==> src/design/cib_pkg.sv <==
// Purpose: Shared types and constants for the CPU bus-release, interrupt and halt control.
// Assumes: One 250 MHz clock; decoder strobes arrive on the last cycle of an instruction.
// Notes:   Vector addresses and opcode values are fixed by the instruction set.
package cib_pkg;

	localparam int          CLK_PERIOD_NS  = 4;
	localparam int          ACK_MIN_CYCLES = 2;
	localparam logic [1:0]  ACK_CNT_LAST   = 2'(ACK_MIN_CYCLES - 1);
	localparam logic [15:0] NMI_ENTRY_ADDR = 16'h0066;
	localparam logic [15:0] RST38_ADDR     = 16'h0038;
	localparam logic [1:0]  MODE_0         = 2'h0;
	localparam logic [1:0]  MODE_1         = 2'h1;
	localparam logic [1:0]  MODE_2         = 2'h2;
	localparam logic [1:0]  MODE_RESET     = MODE_2;
	localparam logic [7:0]  OPC_PREFIX_ED  = 8'hED;
	localparam logic [7:0]  OPC_IRQ_RETURN = 8'h4D;

	typedef enum logic [1:0] {
		SVC_NMI,
		SVC_MODE0,
		SVC_MODE1,
		SVC_MODE2
	} cib_svc_kind_t;

	// Decoded instruction strobes, valid only together with instr_end, except repeat_active and block_iter_end
	typedef struct packed {
		logic       instr_end;
		logic       repeat_active;
		logic       block_iter_end;
		logic       enable_irq_instr;
		logic       disable_irq_instr;
		logic       nmi_return_instr;
		logic       ld_a_ir_instr;
		logic       irq_mode_select_instr;
		logic [1:0] mode_sel;
		logic       halt_instr;
	} cib_dec_t;

	typedef struct packed {
		logic          start;
		cib_svc_kind_t kind;
		logic [15:0]   addr;
		logic          push_pc;
		logic          discard_prefetch;
		logic          exec_fetched;
		logic [7:0]    fetched;
	} cib_svc_t;

endpackage

==> src/design/cib_ctrl.sv <==
// Purpose: Bus release, maskable/non-maskable acceptance, mode sequencing and halt.
// Assumes: Decoder strobes are one-cycle pulses on the last cycle of an instruction.
// Notes:   Falling-edge sampling of the original core is mapped onto the rising edge
//          of the last cycle; the caller presents pins to cib_nmi_edge and the syncs.
// Operation
// - Accepted bus request floats address, blocks interrupts and drives grant low.
// - Release lasts while the request stays low; requester holds it low throughout.
// - Bus request granted only at instruction ends, repeating instructions excepted.
// - Repeating block moves grant the bus at each iteration's last cycle.
// - Non-maskable request wins over a simultaneous maskable request.
// - Reset, disable instruction and maskable acceptance clear both enables; enable sets.
// - Non-maskable acceptance clears live enable, keeps saved enable.
// - Non-maskable return copies saved enable into live enable.
// - Loading accumulator from page or refresh register copies saved enable to P/V.
// - Enable and non-maskable return take effect after the following instruction.
// - Maskable accepted with both enables, no bus request, no pending edge.
// - Maskable acceptance shown on active-low acknowledge; vector read during it.
// - Mode 2 after reset; mode select effective right after it executes.
// - Mode 0 executes the byte read during acknowledge.
// - Mode 1 pushes PC, ignores data, restarts at 38H.
// - Mode 2 pointer is page register high, vector low; supplier keeps bit0 zero.
// - Block move accepts maskable only at last prefetch; prefetched byte refetched.
// - Non-maskable edge latched, tested each instruction end, only without bus request.
// - Non-maskable acceptance pushes PC and continues at 0066h.
// - Halt repeats internal no-ops until reset or an accepted interrupt.
// - Halt cycle is idle then opcode fetch of next address; byte ignored.
// - Halt samples maskable request in second cycle; acceptance drives halt high.
// - End-of-interrupt output low on refetch of ED 4D.
// - Acknowledge stays active at least two cycles; vector read in step.
`timescale 1ns/10ps
`default_nettype none
module cib_ctrl
(
	input  wire logic              clk,
	input  wire logic              rst,
	input  wire logic              bus_request_n,
	input  wire logic              int_request_n,
	input  wire logic              nmi_n,
	input  wire logic [7:0]        data_in,
	input  wire logic [7:0]        irq_page,
	input  wire cib_pkg::cib_dec_t dec,
	input  wire logic              fetch_strobe,
	input  wire logic [7:0]        fetch_byte,
	output logic                   bus_grant_n,
	output logic                   addr_float,
	output logic                   irq_ack_n,
	output logic                   service_end_n,
	output logic                   halt_n,
	output logic                   halt_fetch,
	output logic                   irq_enable_live,
	output logic                   irq_enable_saved,
	output logic                   pv_load,
	output logic                   pv_value,
	output logic [1:0]             irq_mode,
	output cib_pkg::cib_svc_t      svc
);
	import cib_pkg::*;

	typedef enum logic [2:0] {
		ST_RUN,
		ST_BUSREL,
		ST_ACK,
		ST_HALT_IDLE,
		ST_HALT_FETCH
	} cib_state_t;

	typedef struct packed {
		cib_state_t st;
		logic       bus_request_n_s1;
		logic       bus_request_n_s2;
		logic       int_s1;
		logic       int_s2;
		logic       live;
		logic       saved;
		logic       pend_enable;
		logic       pend_restore;
		logic       wait_instr;
		logic [1:0] mode;
		logic [1:0] ack_cnt;
		logic       ack_from_halt;
		logic       grant_n;
		logic       float_bus;
		logic       ack_n;
		logic       eoi_n;
		logic       last_ed;
		logic       halt_n;
		logic       halt_fetch;
		logic       pv_load;
		logic       pv_value;
		cib_svc_t   svc;
	} cib_ctrl_state_t;

	cib_ctrl_state_t s_reg;
	cib_ctrl_state_t s_next;
	logic            nmi_pending;
	logic            nmi_clear;
	logic            bus_request_n_active;
	logic            int_active;
	logic            grant_point;
	logic            test_point;
	logic            irq_ok;
	logic            nmi_ok;

	cib_nmi_edge u_nmi_edge
	(
		.clk     (clk),
		.rst     (rst),
		.nmi_n   (nmi_n),
		.clear   (nmi_clear),
		.pending (nmi_pending)
	);

	assign bus_request_n_active = !s_reg.bus_request_n_s2;
	assign int_active  = !s_reg.int_s2;
	// Repeating instructions grant only per block-move iteration, never at their end
	assign grant_point = (dec.instr_end && !dec.repeat_active) || dec.block_iter_end;
	// Halt tests interrupts in its fetch cycle, otherwise at each instruction end
	assign test_point  = (s_reg.st == ST_RUN && dec.instr_end) || s_reg.st == ST_HALT_FETCH;
	assign nmi_ok      = test_point && nmi_pending && !bus_request_n_active && !s_reg.wait_instr;
	assign irq_ok      = test_point && int_active && s_reg.live && s_reg.saved
		&& !bus_request_n_active && !s_reg.wait_instr && !nmi_pending;
	assign nmi_clear   = nmi_ok;

	always_comb
	begin
		s_next                      = s_reg;
		s_next.bus_request_n_s1              = bus_request_n;
		s_next.bus_request_n_s2              = s_reg.bus_request_n_s1;
		s_next.int_s1               = int_request_n;
		s_next.int_s2               = s_reg.int_s1;
		s_next.svc.start            = 1'b0;
		s_next.svc.push_pc          = 1'b0;
		s_next.svc.discard_prefetch = 1'b0;
		s_next.svc.exec_fetched     = 1'b0;
		s_next.pv_load              = 1'b0;
		s_next.eoi_n                = 1'b1;
		s_next.halt_fetch           = 1'b0;

		if (fetch_strobe)
		begin
			s_next.last_ed = (fetch_byte == OPC_PREFIX_ED);
			if (s_reg.last_ed && fetch_byte == OPC_IRQ_RETURN)
				s_next.eoi_n = 1'b0;
		end

		if (s_reg.st == ST_RUN && dec.instr_end)
		begin
			// Pending enable/restore lands after the instruction that follows it
			if (s_reg.pend_enable)
			begin
				s_next.live        = 1'b1;
				s_next.saved       = 1'b1;
				s_next.pend_enable = 1'b0;
			end
			if (s_reg.pend_restore)
			begin
				s_next.live         = s_reg.saved;
				s_next.pend_restore = 1'b0;
			end
			if (dec.enable_irq_instr)
				s_next.pend_enable = 1'b1;
			if (dec.nmi_return_instr)
				s_next.pend_restore = 1'b1;
			if (dec.disable_irq_instr)
			begin
				s_next.live        = 1'b0;
				s_next.saved       = 1'b0;
				s_next.pend_enable = 1'b0;
			end
			if (dec.ld_a_ir_instr)
			begin
				s_next.pv_load  = 1'b1;
				s_next.pv_value = s_reg.saved;
			end
			if (dec.irq_mode_select_instr)
				s_next.mode = dec.mode_sel;
			s_next.wait_instr = 1'b0;
		end

		case (s_reg.st)
			ST_RUN:
			begin
				if (bus_request_n_active && grant_point)
				begin
					s_next.st        = ST_BUSREL;
					s_next.grant_n   = 1'b0;
					s_next.float_bus = 1'b1;
				end
				else if (nmi_ok)
				begin
					s_next.live                 = 1'b0;
					s_next.pend_restore         = 1'b0;
					s_next.pend_enable          = 1'b0;
					s_next.svc.start            = 1'b1;
					s_next.svc.kind             = SVC_NMI;
					s_next.svc.addr             = NMI_ENTRY_ADDR;
					s_next.svc.push_pc          = 1'b1;
					s_next.svc.discard_prefetch = 1'b1;
				end
				else if (irq_ok)
				begin
					s_next.live          = 1'b0;
					s_next.saved         = 1'b0;
					s_next.pend_enable   = 1'b0;
					s_next.pend_restore  = 1'b0;
					s_next.st            = ST_ACK;
					s_next.ack_n         = 1'b0;
					s_next.ack_cnt       = 2'h0;
					s_next.ack_from_halt = 1'b0;
				end
				else if (dec.instr_end && dec.halt_instr)
				begin
					s_next.st     = ST_HALT_IDLE;
					s_next.halt_n = 1'b0;
				end
			end
			ST_BUSREL:
			begin
				if (!bus_request_n_active)
				begin
					// Interrupts wait for one instruction after the bus returns
					s_next.st         = ST_RUN;
					s_next.grant_n    = 1'b1;
					s_next.float_bus  = 1'b0;
					s_next.wait_instr = 1'b1;
				end
			end
			ST_ACK:
			begin
				if (s_reg.ack_cnt == ACK_CNT_LAST)
				begin
					s_next.st        = ST_RUN;
					s_next.ack_n     = 1'b1;
					s_next.svc.start = 1'b1;
					s_next.svc.discard_prefetch = !s_reg.ack_from_halt;
					s_next.svc.fetched = data_in;
					case (s_reg.mode)
						MODE_0:
						begin
							s_next.svc.kind         = SVC_MODE0;
							s_next.svc.exec_fetched = 1'b1;
							s_next.svc.addr         = 16'h0000;
						end
						MODE_1:
						begin
							s_next.svc.kind    = SVC_MODE1;
							s_next.svc.addr    = RST38_ADDR;
							s_next.svc.push_pc = 1'b1;
						end
						default:
						begin
							s_next.svc.kind    = SVC_MODE2;
							s_next.svc.addr    = {irq_page, data_in};
							s_next.svc.push_pc = 1'b1;
						end
					endcase
				end
				else
				begin
					s_next.ack_cnt = s_reg.ack_cnt + 2'h1;
				end
			end
			ST_HALT_IDLE:
			begin
				s_next.st         = ST_HALT_FETCH;
				s_next.halt_fetch = 1'b1;
			end
			ST_HALT_FETCH:
			begin
				if (nmi_ok)
				begin
					s_next.st           = ST_RUN;
					s_next.halt_n       = 1'b1;
					s_next.live         = 1'b0;
					s_next.svc.start    = 1'b1;
					s_next.svc.kind     = SVC_NMI;
					s_next.svc.addr     = NMI_ENTRY_ADDR;
					s_next.svc.push_pc  = 1'b1;
				end
				else if (irq_ok)
				begin
					s_next.st            = ST_ACK;
					s_next.halt_n        = 1'b1;
					s_next.live          = 1'b0;
					s_next.saved         = 1'b0;
					s_next.ack_n         = 1'b0;
					s_next.ack_cnt       = 2'h0;
					s_next.ack_from_halt = 1'b1;
				end
				else
				begin
					s_next.st = ST_HALT_IDLE;
				end
			end
			default:
			begin
				s_next.st = ST_RUN;
			end
		endcase
	end

	always_ff @(posedge clk or posedge rst)
	begin
		if (rst)
		begin
			s_reg           <= '0;
			s_reg.st        <= ST_RUN;
			s_reg.bus_request_n_s1   <= 1'b1;
			s_reg.bus_request_n_s2   <= 1'b1;
			s_reg.int_s1    <= 1'b1;
			s_reg.int_s2    <= 1'b1;
			s_reg.mode      <= MODE_RESET;
			s_reg.grant_n   <= 1'b1;
			s_reg.ack_n     <= 1'b1;
			s_reg.eoi_n     <= 1'b1;
			s_reg.halt_n    <= 1'b1;
		end
		else
		begin
			s_reg <= s_next;
		end
	end

	assign bus_grant_n      = s_reg.grant_n;
	assign addr_float       = s_reg.float_bus;
	assign irq_ack_n        = s_reg.ack_n;
	assign service_end_n    = s_reg.eoi_n;
	assign halt_n           = s_reg.halt_n;
	assign halt_fetch       = s_reg.halt_fetch;
	assign irq_enable_live  = s_reg.live;
	assign irq_enable_saved = s_reg.saved;
	assign pv_load          = s_reg.pv_load;
	assign pv_value         = s_reg.pv_value;
	assign irq_mode         = s_reg.mode;
	assign svc              = s_reg.svc;
endmodule
`default_nettype wire

==> src/design/cib_nmi_edge.sv <==
// Purpose: Synchronise the non-maskable pin and hold a latch of its falling edges.
// Assumes: Pin is asynchronous to clk.
// Notes:   A new edge in the clearing cycle wins over the clear.
`timescale 1ns/10ps
`default_nettype none
module cib_nmi_edge
(
	input  wire logic clk,
	input  wire logic rst,
	input  wire logic nmi_n,
	input  wire logic clear,
	output logic      pending
);
	typedef struct packed {
		logic s1;
		logic s2;
		logic s3;
		logic latch;
	} cib_edge_state_t;

	cib_edge_state_t edge_reg;
	cib_edge_state_t edge_next;

	always_comb
	begin
		edge_next    = edge_reg;
		edge_next.s1 = nmi_n;
		edge_next.s2 = edge_reg.s1;
		edge_next.s3 = edge_reg.s2;
		if (clear)
			edge_next.latch = 1'b0;
		if (edge_reg.s3 && !edge_reg.s2)
			edge_next.latch = 1'b1;
	end

	always_ff @(posedge clk or posedge rst)
	begin
		if (rst)
			edge_reg <= '{s1: 1'b1, s2: 1'b1, s3: 1'b1, latch: 1'b0};
		else
			edge_reg <= edge_next;
	end

	assign pending = edge_reg.latch;
endmodule
`default_nettype wire

==> config.mk <==
export PLATFORM = sky130hd
export DESIGN_NAME = cib_ctrl
export DESIGN_NICKNAME = d
export VERILOG_FILES = /design/src/design/cib_pkg.sv /design/src/design/cib_ctrl.sv /design/src/design/cib_nmi_edge.sv
export SDC_FILE = /design/constraint.sdc
export NUM_CORES = 1
export LEC_CHECK = 0
export BUFFER_PORTS_ARGS = -buffer_cell sky130_fd_sc_hd__buf_2
export CAP_MARGIN = 20
export CORE_MARGIN = 5
export CORE_UTILIZATION = 45
export DETAILED_ROUTE_END_ITERATION = 6
export PLACE_DENSITY = 0.69
export SKIP_LAST_GASP = 1
export SYNTH_ARGS = -nofsm -noshare
export SYNTH_HDL_FRONTEND = slang
export SYNTH_SLANG_ARGS = --single-unit
export TNS_END_PERCENT = 5
==> constraint.sdc <==
create_clock -name clk -period 2.65 [get_ports clk]
set_input_delay 0.53 -clock clk [delete_from_list [all_inputs] [get_ports clk]]
set_output_delay 0.53 -clock clk [all_outputs]
set_load 0.03 [all_outputs]
==> results.tsv, run 1 <==
stage	metric	value	unit
sta	final-setup-viol-count	0	
clocking	clkLatencyLatePin	0.34	ns
critical_path	cp-startpoint	s_reg[51]$_DFF_PP1_	
drt	drc	0	
layout	drive_above_1_share	42.81	%
critical_path	required	2.88	ns
layout	largest_reg_flops	30	
critical_path	cp_max_fo	10	
sta	period_needed	2.257	ns
grt	overflow	0	
sta	rsz0062_at_grt	false	
flow_run	maxCapViolCount	0	
sta	finClkSkew	0.008853	ns
layout	nNetsFinal	343	
floorplan	ioPinCount	83	
yosys	ys_seq_area_share	55.34	%
clocking	postCtsSetupBuffers	0	
drt	viasPerCell	5.178	
placement	portBuffers	82	
critical_path	r2r-start	s_reg[51]$_DFF_PP1_	
clocking	clock-sinks	60	
drt	drt-pass1-iter-count	4	
critical_path	rrSetupSlack	0.39	ns
grt	grt_pass1_vias	1984	
clocking	hold_buffers	0	
critical_path	crit_type	reg -> reg	
critical_path	crit_end	s_reg[40]$_DFFE_PP0P_	
yosys	synthTopCellsByArea	dfrtp_1 (44%), dfstp_2 (12%), buf_4 (9.0%)	
sta	finalSetupTns	0	ns
yosys	yosys_warnings	0	
floorplan	rows	28	
yosys	synth.distinct_cells	44	
power_and_ir_drop	leakagePower	1.569	nW
layout	final_core_util	54.10	%
drt	drt_iter0_drc	100	
clocking	cts_inserted_buffers	9	
placement	placed_cells_incl_taps	365	
sta	hold_violations	0	
clocking	cts_resized	0	
clocking	clockBufferDepth	2	
floorplan	initial_core_util	46.28	%
yosys	synth_top_area_share	43.84	%
layout	area_delta_synth_final	16.89	%
power_and_ir_drop	power	0.003918	W
yosys	syn-cell-area	0.002740	mm2
yosys	syn-num-nets	289	
drt	antenna_left	0	
floorplan	die_y	88.04	um
outcome	status	completed	
sta	slew_violations	0	
floorplan	dieWidth	88.04	um
min_path	min_path_type	in -> reg	
critical_path	reg2regPathDepth	4	
yosys	synthCells	247	
floorplan	core	0.005921	mm2
grt	grt_usage	16.21	%
placement	hpwl	4.179	mm
yosys	syn_area_per_cell	11.09	um2
placement	finalWeightedCongestion	0.9306	
power_and_ir_drop	power_density	1223	mW/mm2
drt	wl_per_cell	15.09	um
sta	max-slew-margin-rel	50.90	%
clocking	cts_tree	done	
clocking	cts_root_buffer	clkbuf_8	
sta	finalCritPeriodShare	85.16	%
grt	grt_antenna_before_repair	0	
critical_path	timing.rr.end	s_reg[40]$_DFFE_PP0P_	
yosys	yosys.area.top_type	dfrtp_1	
placement	preCtsSetupSlack	0.4627	ns
drt	finalWirelength	5.749	mm
layout	antennaDiodeCount	0	
sta	tightest_slew	0.7354	ns
critical_path	endpoint_kind	flip-flop	
floorplan	die_area	0.007750	mm2
drt	num_vias	1973	
power_and_ir_drop	vdd_drop_max	0.6634	mV
grt	grt_start_max_net_pins	38	
sta	fmaxAchievable	443.1	MHz
clocking	h-tree-depth	3	
clocking	clk_pin_slew	0.07	ns
critical_path	crit_arrival	2.49	ns
yosys	ys_seq_elements	60	
grt	grt_pass1_wl	9.577	mm
critical_path	critPathLaunchType	flip-flop	
sta	fin_ws	0.3933	ns
layout	fill_cells	543	
layout	final_cells	381	
[worst min-delay path by stage]
| stage | from | endpoint | slack, ns | depth (start not counted) |
|---|---|---|---|---|
| 2_1_floorplan | s_next[49]$_DFF_PP1_ | s_reg[49]$_DFF_PP1_ | 0.35 | 0 |
| 3_3_place_gp | u_nmi_edge.edge_next[2]$_DFF_PP1_ | u_nmi_edge.edge_next[1]$_DFF_PP1_ | 0.35 | 0 |
| 3_5_place_dp | u_nmi_edge.edge_next[2]$_DFF_PP1_ | u_nmi_edge.edge_next[1]$_DFF_PP1_ | 0.35 | 0 |
| 4_1_cts | int_request_n | s_next[49]$_DFF_PP1_ | 0.27 | 1 |
| 5_1_grt | int_request_n | s_next[49]$_DFF_PP1_ | 0.27 | 1 |
| 6_report | bus_request_n | s_next[51]$_DFF_PP1_ | 0.29 | 1 |
[cell families (layout without fill, tap and decap cells)]
| family | Yosys count | after routing | share of synthesized area, % |
|---|---|---|---|
| adder cells (fa/ha/maj) | 1 | 1 | 0.4565 |
| multiplexers | 12 | 12 | 4.886 |
| AND/OR/NAND/NOR | 67 | 67 | 13.84 |
| AO/OA/AOI/OAI | 52 | 52 | 13.38 |
| flip-flops | 60 | 60 | 55.34 |
| buffers and inverters | 55 | 114 | 12.10 |
[power breakdown]
group          internal, W  switching, W  leakage [nW]
sequential         0.00125      0.000234         0.733
combinational     0.000559       0.00102         0.743
clock             0.000485      0.000367        0.0938
total              0.00229       0.00162          1.57
[critical path, cell delays in order (launching register included)]
cell and delay [ns]:
dfstp_2 0.60, or4b_4 0.52, a2111oi_4 0.55, o21ai_0 0.23, a21o_1 0.24
[area by class of cell]
class	count	area, um2	share of cell area, %
sequential	60	1516	47.34
multi-input combinational	132	892.1	27.85
timing repair buffer	87	447.9	13.98
clock buffer	11	151.4	4.727
tap	75	93.84	2.930
clock inverter	5	60.06	1.875
inverter	11	41.29	1.289
[cell usage after synthesis]
cell type,count
nor3b_1,3
inv_1,11
mux2i_1,1
buf_4,33
and3_1,2
nor3_1,2
a2111oi_4,1
mux2_2,11
a2bb2oi_1,1
nand4b_1,1
or4_1,1
o21ai_0,15
nand2b_1,1
buf_2,1
a21o_1,1
or4b_4,1
o211ai_1,1
nand4_1,5
nor2_1,10
and3b_1,3
ha_1,1
o21ba_2,1
dfstp_2,12
and2_1,2
nor2b_1,2
o41a_1,1
o31ai_1,1
dfrtp_1,48
or4b_2,1
o2bb2ai_1,1
nand2_1,20
buf_1,1
nand4bb_1,1
o21bai_1,1
a21oi_1,12
o32ai_1,1
a211oi_1,2
clkbuf_1,9
a22o_1,12
nor4b_1,1
nand3_1,5
nor4bb_1,1
nand3b_1,5
o22ai_1,1
[cell usage in the layout (no fill, tap or decap), drive strengths merged, types with 5 or more instances in the layout]
master  instances
dfstp          12
nor2           10
nand3           5
nand3b          5
nand2          20
buf            87
mux2           11
a21oi          12
o21ai          15
inv            11
a22o           12
clkbuf         11
dfrtp          48
nand4           5
[layer usage]
layer  routed length, um  vias to the layer above  GRT usage (%)
met4                  91                        0          9.066
met3                 337                       10          3.481
li1                    -                      940              -
met5                   0                        -              0
met2                2918                       60          25.96
met1                2401                      963          20.40
[stage by stage]
| stage | area, um2 | hold WS (ns) |
|---|---|---|
| floorplan | 2740 | 0.3452 |
| global placement | 2992 | 0.3457 |
| detailed placement | 2992 | 0.3478 |
| CTS | 3203 | 0.2726 |
| global route | 3203 | 0.2740 |
| finish | 3203 | 0.2886 |
Power figures use the tool's default switching activity.
==> run 2, diff against run 1 <==
SETUP_SLACK_MARGIN = 0.4   (was default)
==> run 2 against run 1 <==
Net effect:
- non-clock buffer count is 2 higher
- combinational power barely moved
- register-to-register slack improved by 0.20 ns
- largest cell class unchanged
- clock skew decreased by 0.00070 ns
- highest routed layer unchanged
- critical path type unchanged
==> results.tsv, run 2 (same netlist as run 1, synthesis figures left out) <==
stage	metric	value	unit
outcome	status	completed	
sta	finClkSkew	0.008157	ns
grt	overflow	0	
placement	portBuffers	82	
sta	finalSetupTns	0	ns
sta	hold_violations	0	
layout	final_cell_mix	buf_2 (82), dfrtp_1 (48), nand2_1 (20)	
critical_path	crit_slowest_cell	dfstp_2	
drt	viasPerCell	5.201	
clocking	clockBufferDepth	2	
sta	rsz0062_at_grt	false	
drt	drt-pass1-iter-count	4	
floorplan	ioPinCount	83	
sta	finalCritPeriodShare	77.57	%
critical_path	required	2.88	ns
floorplan	rows	28	
layout	final-seq-area	0.001516	mm2
grt	grt_antenna_before_repair	0	
clocking	cts_tree	done	
critical_path	worstPathCellList	or4b_4, a2111oi_4, buf_4, o21ai_0, a21o_1	
grt	grt_pass1_vias	1984	
power_and_ir_drop	power_frac_comb	40.5	%
sta	fin_ws	0.5945	ns
layout	drive_above_1_share	43.51	%
power_and_ir_drop	p_int	0.002294	W
floorplan	die_area	0.007750	mm2
power_and_ir_drop	leakagePower	1.580	nW
floorplan	dieWidth	88.04	um
critical_path	crit_type	reg -> reg	
placement	placed_cells_incl_taps	365	
layout	final_cells	383	
critical_path	r2r-start	s_reg[51]$_DFF_PP1_	
floorplan	core	0.005921	mm2
sta	period_needed	2.055	ns
sta	max-slew-margin-rel	50.99	%
grt	grt_pass1_wl	9.577	mm
drt	wl_per_cell	15.13	um
sta	slew_violations	0	
critical_path	crit_arrival	2.28	ns
placement	preCtsSetupSlack	0.4627	ns
floorplan	die_y	88.04	um
critical_path	reg2regPathDepth	5	
grt	grt_usage	16.21	%
drt	drc	0	
power_and_ir_drop	power_density	1217	mW/mm2
clocking	clkLatencyLatePin	0.33	ns
power_and_ir_drop	clock_power_share	21.6	%
power_and_ir_drop	seqPwrFrac	37.9	%
layout	multi_input_area	893.4	um2
critical_path	critPathLaunchType	flip-flop	
power_and_ir_drop	vdd_drop_max	0.6653	mV
critical_path	rrSetupSlack	0.59	ns
min_path	hold_path_depth	1	
drt	finalWirelength	5.793	mm
layout	antennaDiodeCount	0	
clocking	clk_pin_slew	0.07	ns
critical_path	timing.rr.end	s_reg[40]$_DFFE_PP0P_	
critical_path	endpoint_kind	flip-flop	
drt	num_vias	1992	
critical_path	cp_max_fo	10	
sta	tightest_slew	0.7341	ns
layout	final_core_util	54.37	%
clocking	h-tree-depth	3	
placement	hpwl	4.179	mm
layout	layout_commonest_cell	buf_2	
layout	fill_cells	539	
min_path	whs_endpoint	s_next[51]$_DFF_PP1_	
critical_path	cpPeakStageDelay	0.61	ns
grt	grt_start_max_net_pins	38	
min_path	min_path_type	in -> reg	
power_and_ir_drop	switchingPower	0.001623	W
clocking	clock-sinks	60	
power_and_ir_drop	p_sw_share	41.43	%
drt	antenna_left	0	
layout	nNetsFinal	345	
sta	fmaxAchievable	486.5	MHz
placement	finalWeightedCongestion	0.9306	
layout	area_delta_synth_final	17.49	%
clocking	cts_root_buffer	clkbuf_8	
min_path	hold_start	bus_request_n	
layout	largest_reg_flops	30	
drt	drt_iter0_drc	121	
sta	final-setup-viol-count	0	
floorplan	initial_core_util	46.28	%
clocking	cts_inserted_buffers	9	
flow_run	maxCapViolCount	0	
==> run 2: cell types whose count changed in the layout (fill, tap and decap cells not counted) <==
cell,change
buf_4,+2
o41a_2,+1
o41a_1,-1
==> run 2: power by group through the flow <==
| stage | combinational [W] | clock (W) | sequential [W] |
|---|---|---|---|
| after floorplan | 0.00138 | 0 | 0.00151 |
| after global placement | 0.00157 | 0 | 0.00149 |
| after detailed placement | 0.00159 | 0 | 0.00150 |
| after CTS | 0.00160 | 0.000870 | 0.00148 |
| after global routing | 0.00172 | 0.000914 | 0.00153 |
| final | 0.00159 | 0.000847 | 0.00148 |
==> run 2: layout make-up <==
class	count	share of cell area, %
Sequential cell	60	47.10
Multi-Input combinational cell	132	27.75
Timing Repair Buffer	89	14.38
Clock buffer	11	4.703
Tap cell	75	2.915
Clock inverter	5	1.866
Inverter	11	1.283
==> run 2: worst max-delay path: cells and delay by family (launching register included) <==
kind / cells / cell delay [ns]
simple gates: 1 / 0.52
compound gates: 3 / 0.63
buf+inv: 1 / 0.20
flops: 1 / 0.61
==> run 2: stage by stage <==
stage / hold WS [ns] / instance area (um2) / power, W
finish: 0.2907 / 3219 / 0.003917
global route: 0.2740 / 3219 / 0.004167
CTS: 0.2726 / 3203 / 0.003956
detailed placement: 0.3478 / 2992 / 0.003091
global placement: 0.3457 / 2992 / 0.003058
floorplan: 0.3452 / 2740 / 0.002890
==> run 2: repair_timing <==
| item | in CTS | in global routing |
|---|---|---|
| endpoints found under the setup margin | 0 | 4 |
| setup buffers | 0 | 2 |
| resized for setup | 0 | 1 |
| hold buffers | 0 | 0 |
==> run 2: metal layers <==
metal / wire, um / track usage (%)
met5: 0 / 0
met4: 99 / 9.066
met3: 324 / 3.481
met2: 2966 / 25.96
met1: 2402 / 20.40
==> run 2: how the worst max path moves through the flow <==
stage | end | slack [ns] | start | depth (start not counted)
2_1_floorplan | addr_float$_DFFE_PP0P_ | 0.66 | rst | 1
3_3_place_gp | s_reg[40]$_DFFE_PP0P_ | 0.56 | s_reg[51]$_DFF_PP1_ | 4
3_5_place_dp | s_reg[40]$_DFFE_PP0P_ | 0.46 | s_reg[51]$_DFF_PP1_ | 4
4_1_cts | s_reg[40]$_DFFE_PP0P_ | 0.41 | s_reg[51]$_DFF_PP1_ | 4
5_1_grt | s_reg[40]$_DFFE_PP0P_ | 0.54 | s_reg[51]$_DFF_PP1_ | 5
6_report | s_reg[40]$_DFFE_PP0P_ | 0.59 | s_reg[51]$_DFF_PP1_ | 5
